File: src/mas_pkg.sv
/*
 * mas_pkg: register offsets, field positions, reset values and channel codes
 * for the monitor converter sequencer.
 * assumes: byte-wide register port with 8-bit offsets.
 */
package mas_pkg;

    // register offsets
    localparam logic [7:0] OFS_RESULT_HIGH_BYTE    = 8'h07;
    localparam logic [7:0] OFS_RESULT_LOW_BITS     = 8'h08;
    localparam logic [7:0] OFS_CONVERTER_SETUP_ONE = 8'h09;
    localparam logic [7:0] OFS_CONVERTER_SETUP_TWO = 8'h0A;

    // converter_setup_one fields
    localparam int BIT_CONVERTER_ENABLE  = 7;
    localparam int BIT_SINGLE_PASS       = 6;
    localparam int BIT_ALL_CHANNEL_SWEEP = 5;
    localparam int BIT_BUFFER_BYPASS     = 4;
    localparam int BIT_INPUT_SWAP        = 3;
    localparam int REV_HI                = 2;
    localparam int REV_LO                = 0;

    // converter_setup_two fields
    localparam int BIT_RESULT_VALID      = 7;
    localparam int RDSEL_HI              = 5;
    localparam int RDSEL_LO              = 3;
    localparam int CVSEL_HI              = 2;
    localparam int CVSEL_LO              = 0;

    // result layout
    localparam int RESULT_W              = 14;
    localparam int RES_HIGH_LO           = 6;
    localparam int CHAN_W                = 3;
    localparam int NUM_CHAN              = 8;

    // reset values
    localparam logic [4:0] SETUP_ONE_RST = 5'h00;
    localparam logic [5:0] SETUP_TWO_RST = 6'h00;
    localparam logic [7:0] RDATA_RST     = 8'h00;
    localparam logic [7:0] UNMAPPED_DATA = 8'h00;

    // channel codes
    localparam logic [2:0] CH_INPUT_LIMIT_PIN         = 3'h0;
    localparam logic [2:0] CH_INPUT_VOLTAGE           = 3'h1;
    localparam logic [2:0] CH_BATTERY_VOLTAGE         = 3'h2;
    localparam logic [2:0] CH_OUTPUT_LIMIT_INPUT      = 3'h3;
    localparam logic [2:0] CH_THERMISTOR_INPUT        = 3'h4;
    localparam logic [2:0] CH_DIE_TEMPERATURE         = 3'h5;
    localparam logic [2:0] CH_EXTERNAL_INPUT          = 3'h6;
    localparam logic [2:0] CH_ANALOG_GROUND_REFERENCE = 3'h7;

    // sequencer states, one-hot
    typedef enum logic [3:0] {
        MAS_IDLE  = 4'h1,
        MAS_START = 4'h2,
        MAS_WAIT  = 4'h4,
        MAS_HALT  = 4'h8
    } mas_state_t;

endpackage : mas_pkg

File: src/mas_result_store.sv
/*
 * mas_result_store: one stored result per channel, written when a
 * conversion ends and read back by channel.
 * assumes: write and read channels are synchronous to clk_i.
 */
`timescale 1ns/1ps
module mas_result_store #(
    parameter int WIDTH = 14,
    parameter int DEPTH = 8,
    parameter int AW    = 3
) (
    // clock and reset
    input  wire logic             clk_i,
    input  wire logic             sys_rst_i,
    // write side
    input  wire logic             wr_en_i,
    input  wire logic [AW-1:0]    wr_ch_i,
    input  wire logic [WIDTH-1:0] wr_data_i,
    // read side
    input  wire logic [AW-1:0]    rd_ch_i,
    output logic      [WIDTH-1:0] rd_data_o
);

    logic [WIDTH-1:0] store [DEPTH];

    // one slot per channel so a read never waits on the running conversion
    always_ff @(posedge clk_i or posedge sys_rst_i) begin
        if (sys_rst_i) begin
            for (int i = 0; i < DEPTH; i++) begin
                store[i] <= '0;
            end
        end else if (wr_en_i) begin
            store[wr_ch_i] <= wr_data_i;
        end
    end

    assign rd_data_o = store[rd_ch_i];

endmodule : mas_result_store

File: src/mas_sequencer.sv
/*
 * mas_sequencer: register file and channel sequencer of the monitor converter.
 * assumes: a register port decoded from the serial host link, one-cycle read
 * and write strobes, and an analog converter that answers each start pulse
 * with a one-cycle done pulse carrying the result.
 */
//
// Overview of operation
// - converts only while enable is set, and keeps converting while single-pass is clear.
// - single-pass and sweep both clear repeat the selected conversion channel forever.
// - sweep set with single-pass clear converts channels 0 to 7 in turn and restarts endlessly.
// - single-pass set with sweep clear converts the selected channel once and stops.
// - single-pass and sweep both set convert channels 0 to 7 once and then halt.
// - a read-only result-valid flag in the top bit of the second setup register marks fresh data.
// - the three-bit conversion channel select picks one of the eight monitored inputs.
// - the three-bit readback channel select picks which stored result the result registers show.
// - a result is kept per channel so one channel can be read while another converts.
// - the first result register shows result bits 13 down to 6.
// - the second result register shows result bits 5 to 0 with its top two bits reading zero.
// - the swap bit exchanges the two buffer inputs, clear leaves them in normal order.
// - the low three bits of the first setup register hold a fixed silicon revision code.
`timescale 1ns/1ps
module mas_sequencer #(
    // arbitrary value, not a real revision
    parameter logic [2:0] SILICON_REVISION = 3'h0
) (
    // clock and reset
    input  wire logic        clk_i,
    input  wire logic        sys_rst_i,
    // register port
    input  wire logic [7:0]  reg_addr_i,
    input  wire logic        reg_wr_i,
    input  wire logic [7:0]  reg_wdata_i,
    input  wire logic        reg_rd_i,
    output logic      [7:0]  reg_rdata_o,
    // converter
    output logic             conv_start_o,
    output logic      [2:0]  conv_channel_o,
    output logic             conv_swap_o,
    output logic             buf_enable_o,
    input  wire logic        conv_done_i,
    input  wire logic [13:0] conv_result_i
);

    logic [4:0]                setup_one;
    logic [5:0]                setup_two;
    logic                      result_valid;
    mas_pkg::mas_state_t       state;
    mas_pkg::mas_state_t       next_state;
    logic [2:0]                next_channel;
    logic [13:0]               readback;

    wire       enable      = setup_one[mas_pkg::BIT_CONVERTER_ENABLE - 3];
    wire       single_pass = setup_one[mas_pkg::BIT_SINGLE_PASS - 3];
    wire       sweep       = setup_one[mas_pkg::BIT_ALL_CHANNEL_SWEEP - 3];
    wire       bypass      = setup_one[mas_pkg::BIT_BUFFER_BYPASS - 3];
    wire       swap        = setup_one[mas_pkg::BIT_INPUT_SWAP - 3];
    wire [2:0] rd_sel      = setup_two[mas_pkg::RDSEL_HI:mas_pkg::RDSEL_LO];
    wire [2:0] cv_sel      = setup_two[mas_pkg::CVSEL_HI:mas_pkg::CVSEL_LO];

    wire wr_one   = reg_wr_i && (reg_addr_i == mas_pkg::OFS_CONVERTER_SETUP_ONE);
    wire wr_two   = reg_wr_i && (reg_addr_i == mas_pkg::OFS_CONVERTER_SETUP_TWO);
    wire finished = (state == mas_pkg::MAS_WAIT) && conv_done_i && enable;
    wire last_ch  = (conv_channel_o == mas_pkg::CH_ANALOG_GROUND_REFERENCE);

    // register images, reserved bits read as zero
    wire [7:0] img_high = readback[mas_pkg::RESULT_W-1:mas_pkg::RES_HIGH_LO];
    wire [7:0] img_low  = {2'h0, readback[mas_pkg::RES_HIGH_LO-1:0]};
    wire [7:0] img_one  = {setup_one, SILICON_REVISION};
    wire [7:0] img_two  = {result_valid, 1'b0, setup_two};

    wire [7:0] rd_mux;
    assign rd_mux = (reg_addr_i == mas_pkg::OFS_RESULT_HIGH_BYTE)    ? img_high :
                    (reg_addr_i == mas_pkg::OFS_RESULT_LOW_BITS)     ? img_low  :
                    (reg_addr_i == mas_pkg::OFS_CONVERTER_SETUP_ONE) ? img_one  :
                    (reg_addr_i == mas_pkg::OFS_CONVERTER_SETUP_TWO) ? img_two  :
                    mas_pkg::UNMAPPED_DATA;

    mas_result_store #(
        .WIDTH (mas_pkg::RESULT_W),
        .DEPTH (mas_pkg::NUM_CHAN),
        .AW    (mas_pkg::CHAN_W)
    ) u_store (
        .clk_i     (clk_i),
        .sys_rst_i (sys_rst_i),
        .wr_en_i   (finished),
        .wr_ch_i   (conv_channel_o),
        .wr_data_i (conv_result_i),
        .rd_ch_i   (rd_sel),
        .rd_data_o (readback)
    );

    // sequencer
    always_comb begin
        next_state   = state;
        next_channel = conv_channel_o;
        case (state)
            mas_pkg::MAS_IDLE: begin
                if (enable) begin
                    next_state   = mas_pkg::MAS_START;
                    next_channel = sweep ? mas_pkg::CH_INPUT_LIMIT_PIN : cv_sel;
                end
            end
            mas_pkg::MAS_START: begin
                next_state = enable ? mas_pkg::MAS_WAIT : mas_pkg::MAS_IDLE;
            end
            mas_pkg::MAS_WAIT: begin
                if (!enable) begin
                    next_state = mas_pkg::MAS_IDLE;
                end else if (conv_done_i) begin
                    if (sweep) begin
                        if (last_ch && single_pass) begin
                            next_state = mas_pkg::MAS_HALT;
                        end else begin
                            next_state   = mas_pkg::MAS_START;
                            next_channel = 3'(conv_channel_o + 3'h1);
                        end
                    end else if (single_pass) begin
                        next_state = mas_pkg::MAS_HALT;
                    end else begin
                        next_state   = mas_pkg::MAS_START;
                        next_channel = cv_sel;
                    end
                end
            end
            mas_pkg::MAS_HALT: begin
                // a fresh single pass needs the enable bit cleared and set again
                if (!enable) begin
                    next_state = mas_pkg::MAS_IDLE;
                end
            end
            default: begin
                next_state = mas_pkg::MAS_IDLE;
            end
        endcase
    end

    always_ff @(posedge clk_i or posedge sys_rst_i) begin
        if (sys_rst_i) begin
            state          <= mas_pkg::MAS_IDLE;
            conv_channel_o <= mas_pkg::CH_INPUT_LIMIT_PIN;
            conv_start_o   <= 1'b0;
        end else begin
            state          <= next_state;
            conv_channel_o <= next_channel;
            conv_start_o   <= (next_state == mas_pkg::MAS_START);
        end
    end

    // registers; valid set wins over the clear at run start
    always_ff @(posedge clk_i or posedge sys_rst_i) begin
        if (sys_rst_i) begin
            setup_one    <= mas_pkg::SETUP_ONE_RST;
            setup_two    <= mas_pkg::SETUP_TWO_RST;
            result_valid <= 1'b0;
            reg_rdata_o  <= mas_pkg::RDATA_RST;
            conv_swap_o  <= 1'b0;
            buf_enable_o <= 1'b1;
        end else begin
            if (wr_one) begin
                setup_one <= reg_wdata_i[7:3];
            end
            if (wr_two) begin
                setup_two <= reg_wdata_i[5:0];
            end
            if (finished) begin
                result_valid <= 1'b1;
            end else if (state == mas_pkg::MAS_IDLE && enable) begin
                result_valid <= 1'b0;
            end
            if (reg_rd_i) begin
                reg_rdata_o <= rd_mux;
            end
            conv_swap_o  <= swap;
            buf_enable_o <= !bypass;
        end
    end
endmodule : mas_sequencer

File: config.mk
export PLATFORM = sky130hd
export DESIGN_NAME = mas_sequencer
export DESIGN_NICKNAME = d
export VERILOG_FILES = /design/src/mas_pkg.sv /design/src/mas_result_store.sv /design/src/mas_sequencer.sv
export SDC_FILE = /design/constraint.sdc
export NUM_CORES = 1
export LEC_CHECK = 0
export BUFFER_PORTS_ARGS = -buffer_cell sky130_fd_sc_hd__buf_2
export CAP_MARGIN = 5
export CORE_ASPECT_RATIO = 0.5
export CORE_MARGIN = 2
export CORE_UTILIZATION = 48
export CTS_BUF_LIST = sky130_fd_sc_hd__clkbuf_4
export CTS_CLUSTER_DIAMETER = 40
export DETAILED_ROUTE_END_ITERATION = 10
export PLACE_DENSITY = 0.77
export SLEW_MARGIN = 20
export SYNTH_ARGS = -nofsm -noshare
export SYNTH_HDL_FRONTEND = slang
export SYNTH_SLANG_ARGS = --single-unit
File: constraint.sdc
create_clock -name clk_i -period 4.33 [get_ports clk_i]
set_input_delay 0.6495 -clock clk_i [delete_from_list [all_inputs] [get_ports clk_i]]
set_output_delay 0.6495 -clock clk_i [all_outputs]
set_load 0.03 [all_outputs]
==> results_tabular.tex <==
\begin{tabular}{lr}
\hline
Metric & Value \\
\hline
\multicolumn{2}{l}{\textbf{Run status}} \\
Outcome & finished, final reports clean \\
\multicolumn{2}{l}{\textbf{Power and ir drop}} \\
VDD IR-drop max & 0.1564 mV \\
Cell Pwr Density & 332.9 nW/um2 \\
Psw & 0.6393 mW \\
Static Leak & 3.623 nW \\
Net Sw Frac & 26.07\% \\
Internal Power & 1.813 mW \\
Relative contribution of sequential cells to total power & 55.6\% \\
Combinational share of power & 5.8\% \\
Clock group share of total power & 38.6\% \\
\multicolumn{2}{l}{\textbf{Clocking}} \\
Hold buffers post-CTS & 0 \\
Clock buffer depth & 2 \\
Clock-pin slew on the worst setup and hold paths & 0.13 ns \\
CTS-repair resized insts & 0 \\
TritonCTS clock tree & done \\
Worst-skew pair later-pin latency & 0.56 ns \\
CTS H-Tree Depth & 4 \\
Buffers inserted by post-CTS timing repair & 0 \\
CTS root buf & sky130\_fd\_sc\_hd\_\_clkbuf\_4 \\
Number of clock sinks & 142 \\
TritonCTS Buffers & 17 \\
\multicolumn{2}{l}{\textbf{Synth}} \\
Primary FF master, synth & sky130\_fd\_sc\_hd\_\_dfrtp\_1 \\
Flip-flop and latch count after synthesis & 142 \\
Post-synthesis cell type with the largest combined area & sky130\_fd\_sc\_hd\_\_dfrtp\_1 \\
Yosys warns & 0 \\
Number of nets in the synthesized netlist & 487 \\
Mean instance size in the synthesized netlist & 14.76 um2 \\
Share of async-settable or async-resettable flops after synthesis & 100.0\% \\
Post-synthesis cell type count & 52 \\
Share of synthesized area occupied by flip-flops and latches & 53.54\% \\
Post-Syn Area & 6641 um2 \\
Area share of the largest cell type after synthesis & 52.75\% \\
Top post-synthesis cells by area & sky130\_fd\_sc\_hd\_\_dfrtp\_1, sky130\_fd\_sc\_hd\_\_mux2\_2, sky130\_fd\_sc\_hd\_\_mux2\_1, sky130\_fd\_sc\_hd\_\_mux4\_2, sky130\_fd\_sc\_hd\_\_mux2i\_1 \\
Cell count after synthesis & 450 \\
Number of enable-type register cells in the synthesized netlist & 0 \\
\multicolumn{2}{l}{\textbf{Detailed routing}} \\
Number of design-rule violations left by the first detailed-router iteration & 281 \\
TritonRoute pass-1 iters & 4 \\
Antenna Violating Nets Remaining & 0 \\
DR vias & 4023 \\
Number of remaining DRC errors & 0 \\
DR WL/cell & 20.18 um \\
Number of vias per cell after detailed routing & 5.856 \\
Final routed wirelength across all metal layers & 13.86 mm \\
\multicolumn{2}{l}{\textbf{STA}} \\
Min setup slack post-route & 1.723 ns \\
Fmax achieved & 383.5 MHz \\
Slew margin rel. & 37.31\% \\
Tmin final & 2.607 ns \\
Number of setup violations in the final report & 0 \\
Max-slew violation count & 0 \\
Setup repair after global routing missed its margin & no \\
Worst hold margin & 0.1870 ns \\
Setup skew after layout & 0.02492 ns \\
Final clock period utilization by the worst path & 60.22\% \\
Final Hold Viols & 0 \\
Final sum of negative setup slack & 0 ns \\
Actual transition at the worst max-transition pin & 0.9403 ns \\
\multicolumn{2}{l}{\textbf{Setup path}} \\
Crit path arrival time & 3.05 ns \\
Critical Path, Cell by Cell & nor3b\_1 > and3\_1 > and4bb\_1 > mux2\_2 \\
CP max stage cell & sky130\_fd\_sc\_hd\_\_and4bb\_1 \\
R2R depth & 4 \\
Reg-to-Reg End & u\_store.store[83] \\
Critical path startpoint category & flop \\
Maximum fanout encountered on the critical timing path & 14 \\
Biggest cell delay along the critical path & 0.88 ns \\
Start of the worst register-to-register path & state[3] \\
Setup Crit Path Kind & flop to flop \\
CP Data Required Time & 4.77 ns \\
Reg2Reg Setup Slack & 1.72 ns \\
Type of destination of the critical path & flop \\
Beginning of the critical path & state[3] \\
\multicolumn{2}{l}{\textbf{Die}} \\
Top Ports & 49 \\
Die Outline Area & 14850 um2 \\
CORE AREA & 13510 um2 \\
Die width & 170.4 um \\
Height of the die & 87.18 um \\
Initial Util & 49.15\% \\
Std cell rows & 30 \\
\multicolumn{2}{l}{\textbf{Global route}} \\
Global-route wire length before repair & 22.58 mm \\
Initial antenna violation count & 0 \\
Maximum number of pins on one net before global-route repair & 48 \\
Gr ovfl total & 0 \\
GRT Util Overall & 20.35\% \\
Via count of the first global-routing pass & 4077 \\
\multicolumn{2}{l}{\textbf{Layout}} \\
Final standard cell area without fillers & 7366 um2 \\
Net count reported at finish & 535 \\
Fraction of final layout cells sized beyond drive strength 1 & 40.70\% \\
Final Core Density & 54.51\% \\
Growth of design area from synthesis to finish & 10.91\% \\
Most common cell after layout, fill and taps aside & sky130\_fd\_sc\_hd\_\_dfrtp\_1 \\
Commonest cells after routing, fill and taps aside & sky130\_fd\_sc\_hd\_\_dfrtp\_1, sky130\_fd\_sc\_hd\_\_mux2\_2, sky130\_fd\_sc\_hd\_\_buf\_2, sky130\_fd\_sc\_hd\_\_mux2\_1, sky130\_fd\_sc\_hd\_\_mux4\_2 \\
Number of inserted diodes & 0 \\
\multicolumn{2}{l}{\textbf{Worst hold path}} \\
Worst min-delay path category & primary input to asynchronous set/reset pin \\
\multicolumn{2}{l}{\textbf{Placement}} \\
Post-detailed-placement cell area & 7036 um2 \\
Pre-CTS setup slack & 1.611 ns \\
DP HPWL & 8.950 mm \\
Input/output buffers & 48 \\
RePlAce Congestion & 0.8005 \\
\multicolumn{2}{l}{\textbf{Flow run}} \\
Max-capacitance violation count & 0 \\
\hline
\end{tabular}
## per-layer routing
metal  GRT usage, %  vias to the layer above  part of all wire, %
li1               -                     1783                    -
met1          28.53                     2131                   46
met2          31.82                      100                   48
met3          5.179                        9                  5.9
met4          5.828                        0                 0.63
met5              0                        -                    0
## stage by stage
stage | std cells | total power, mW
final | 687 | 2.452
after CTS | 686 | 2.472
after global placement | 654 | 1.530
after detailed placement | 654 | 1.533
after floorplan | 450 | 1.470
after global routing | 687 | 2.545
## flip-flops by register name (all words and copies together) (netlist names)
| register | flops |
|---|---|
| result_valid | 1 |
| conv_start_o | 1 |
| buf_enable_o | 1 |
| state | 4 |
| conv_swap_o | 1 |
| setup_one | 5 |
| setup_two | 6 |
| conv_channel_o | 3 |
| reg_rdata_o | 8 |
| u_store.store | 112 |
## area by class of cell
type	count	area (um2)
Clock inverter	14	181.4
Inverter	5	22.52
Multi-Input combinational cell	277	2938
Fill cell	1086	6147
Timing Repair Buffer	55	311.5
Sequential cell	142	3557
Tap cell	176	220.2
Clock buffer	18	135.1
## worst max-delay path, delay by kind of cell, from the launching register on
| family | cells | cell delay [ns] |
|---|---|---|
| DFF | 1 | 0.47 |
| and+or+nand+nor | 3 | 1.60 |
| muxes | 1 | 0.41 |
## synthesized netlist by cell type, types with 6 or more instances
cell type	n
sky130_fd_sc_hd__mux2_1	43
sky130_fd_sc_hd__nor2b_1	9
sky130_fd_sc_hd__a22o_1	7
sky130_fd_sc_hd__nand2b_1	8
sky130_fd_sc_hd__nor2_1	10
sky130_fd_sc_hd__mux2_4	6
sky130_fd_sc_hd__buf_4	8
sky130_fd_sc_hd__mux4_2	21
sky130_fd_sc_hd__buf_2	13
sky130_fd_sc_hd__dfrtp_1	140
sky130_fd_sc_hd__a31oi_1	6
sky130_fd_sc_hd__mux2_2	79
sky130_fd_sc_hd__mux2i_1	19
## worst max path at each step
stage	end	depth (start not counted)
floorplan	conv_channel_o[0]	1
global placement	u_store.store[48]	4
detailed placement	u_store.store[45]	4
CTS	u_store.store[47]	4
global route	u_store.store[22]	4
finish	u_store.store[83]	4
## power by group through the flow
stage	Combinational (mW)	Clock, mW	Sequential, mW
floorplan	0.0834	0	1.39
global placement	0.142	0	1.39
detailed placement	0.144	0	1.39
CTS	0.145	0.964	1.36
global route	0.158	1.02	1.37
finish	0.142	0.946	1.36
## cells by family (layout without fill, tap and decap cells)
logic type / Yosys count / count (layout) / share of synthesized area, %
multiplexers: 168 / 168 / 32.03
flip-flops: 142 / 142 / 53.54
AND/OR/NAND/NOR: 64 / 64 / 6.801
AO/OA/AOI/OAI: 42 / 42 / 4.672
buffers and inverters: 31 / 92 / 2.449
adder cells (fa/ha/maj): 2 / 2 / 0.3767
XOR/XNOR: 1 / 1 / 0.1319
Power figures use the tool's default switching activity.
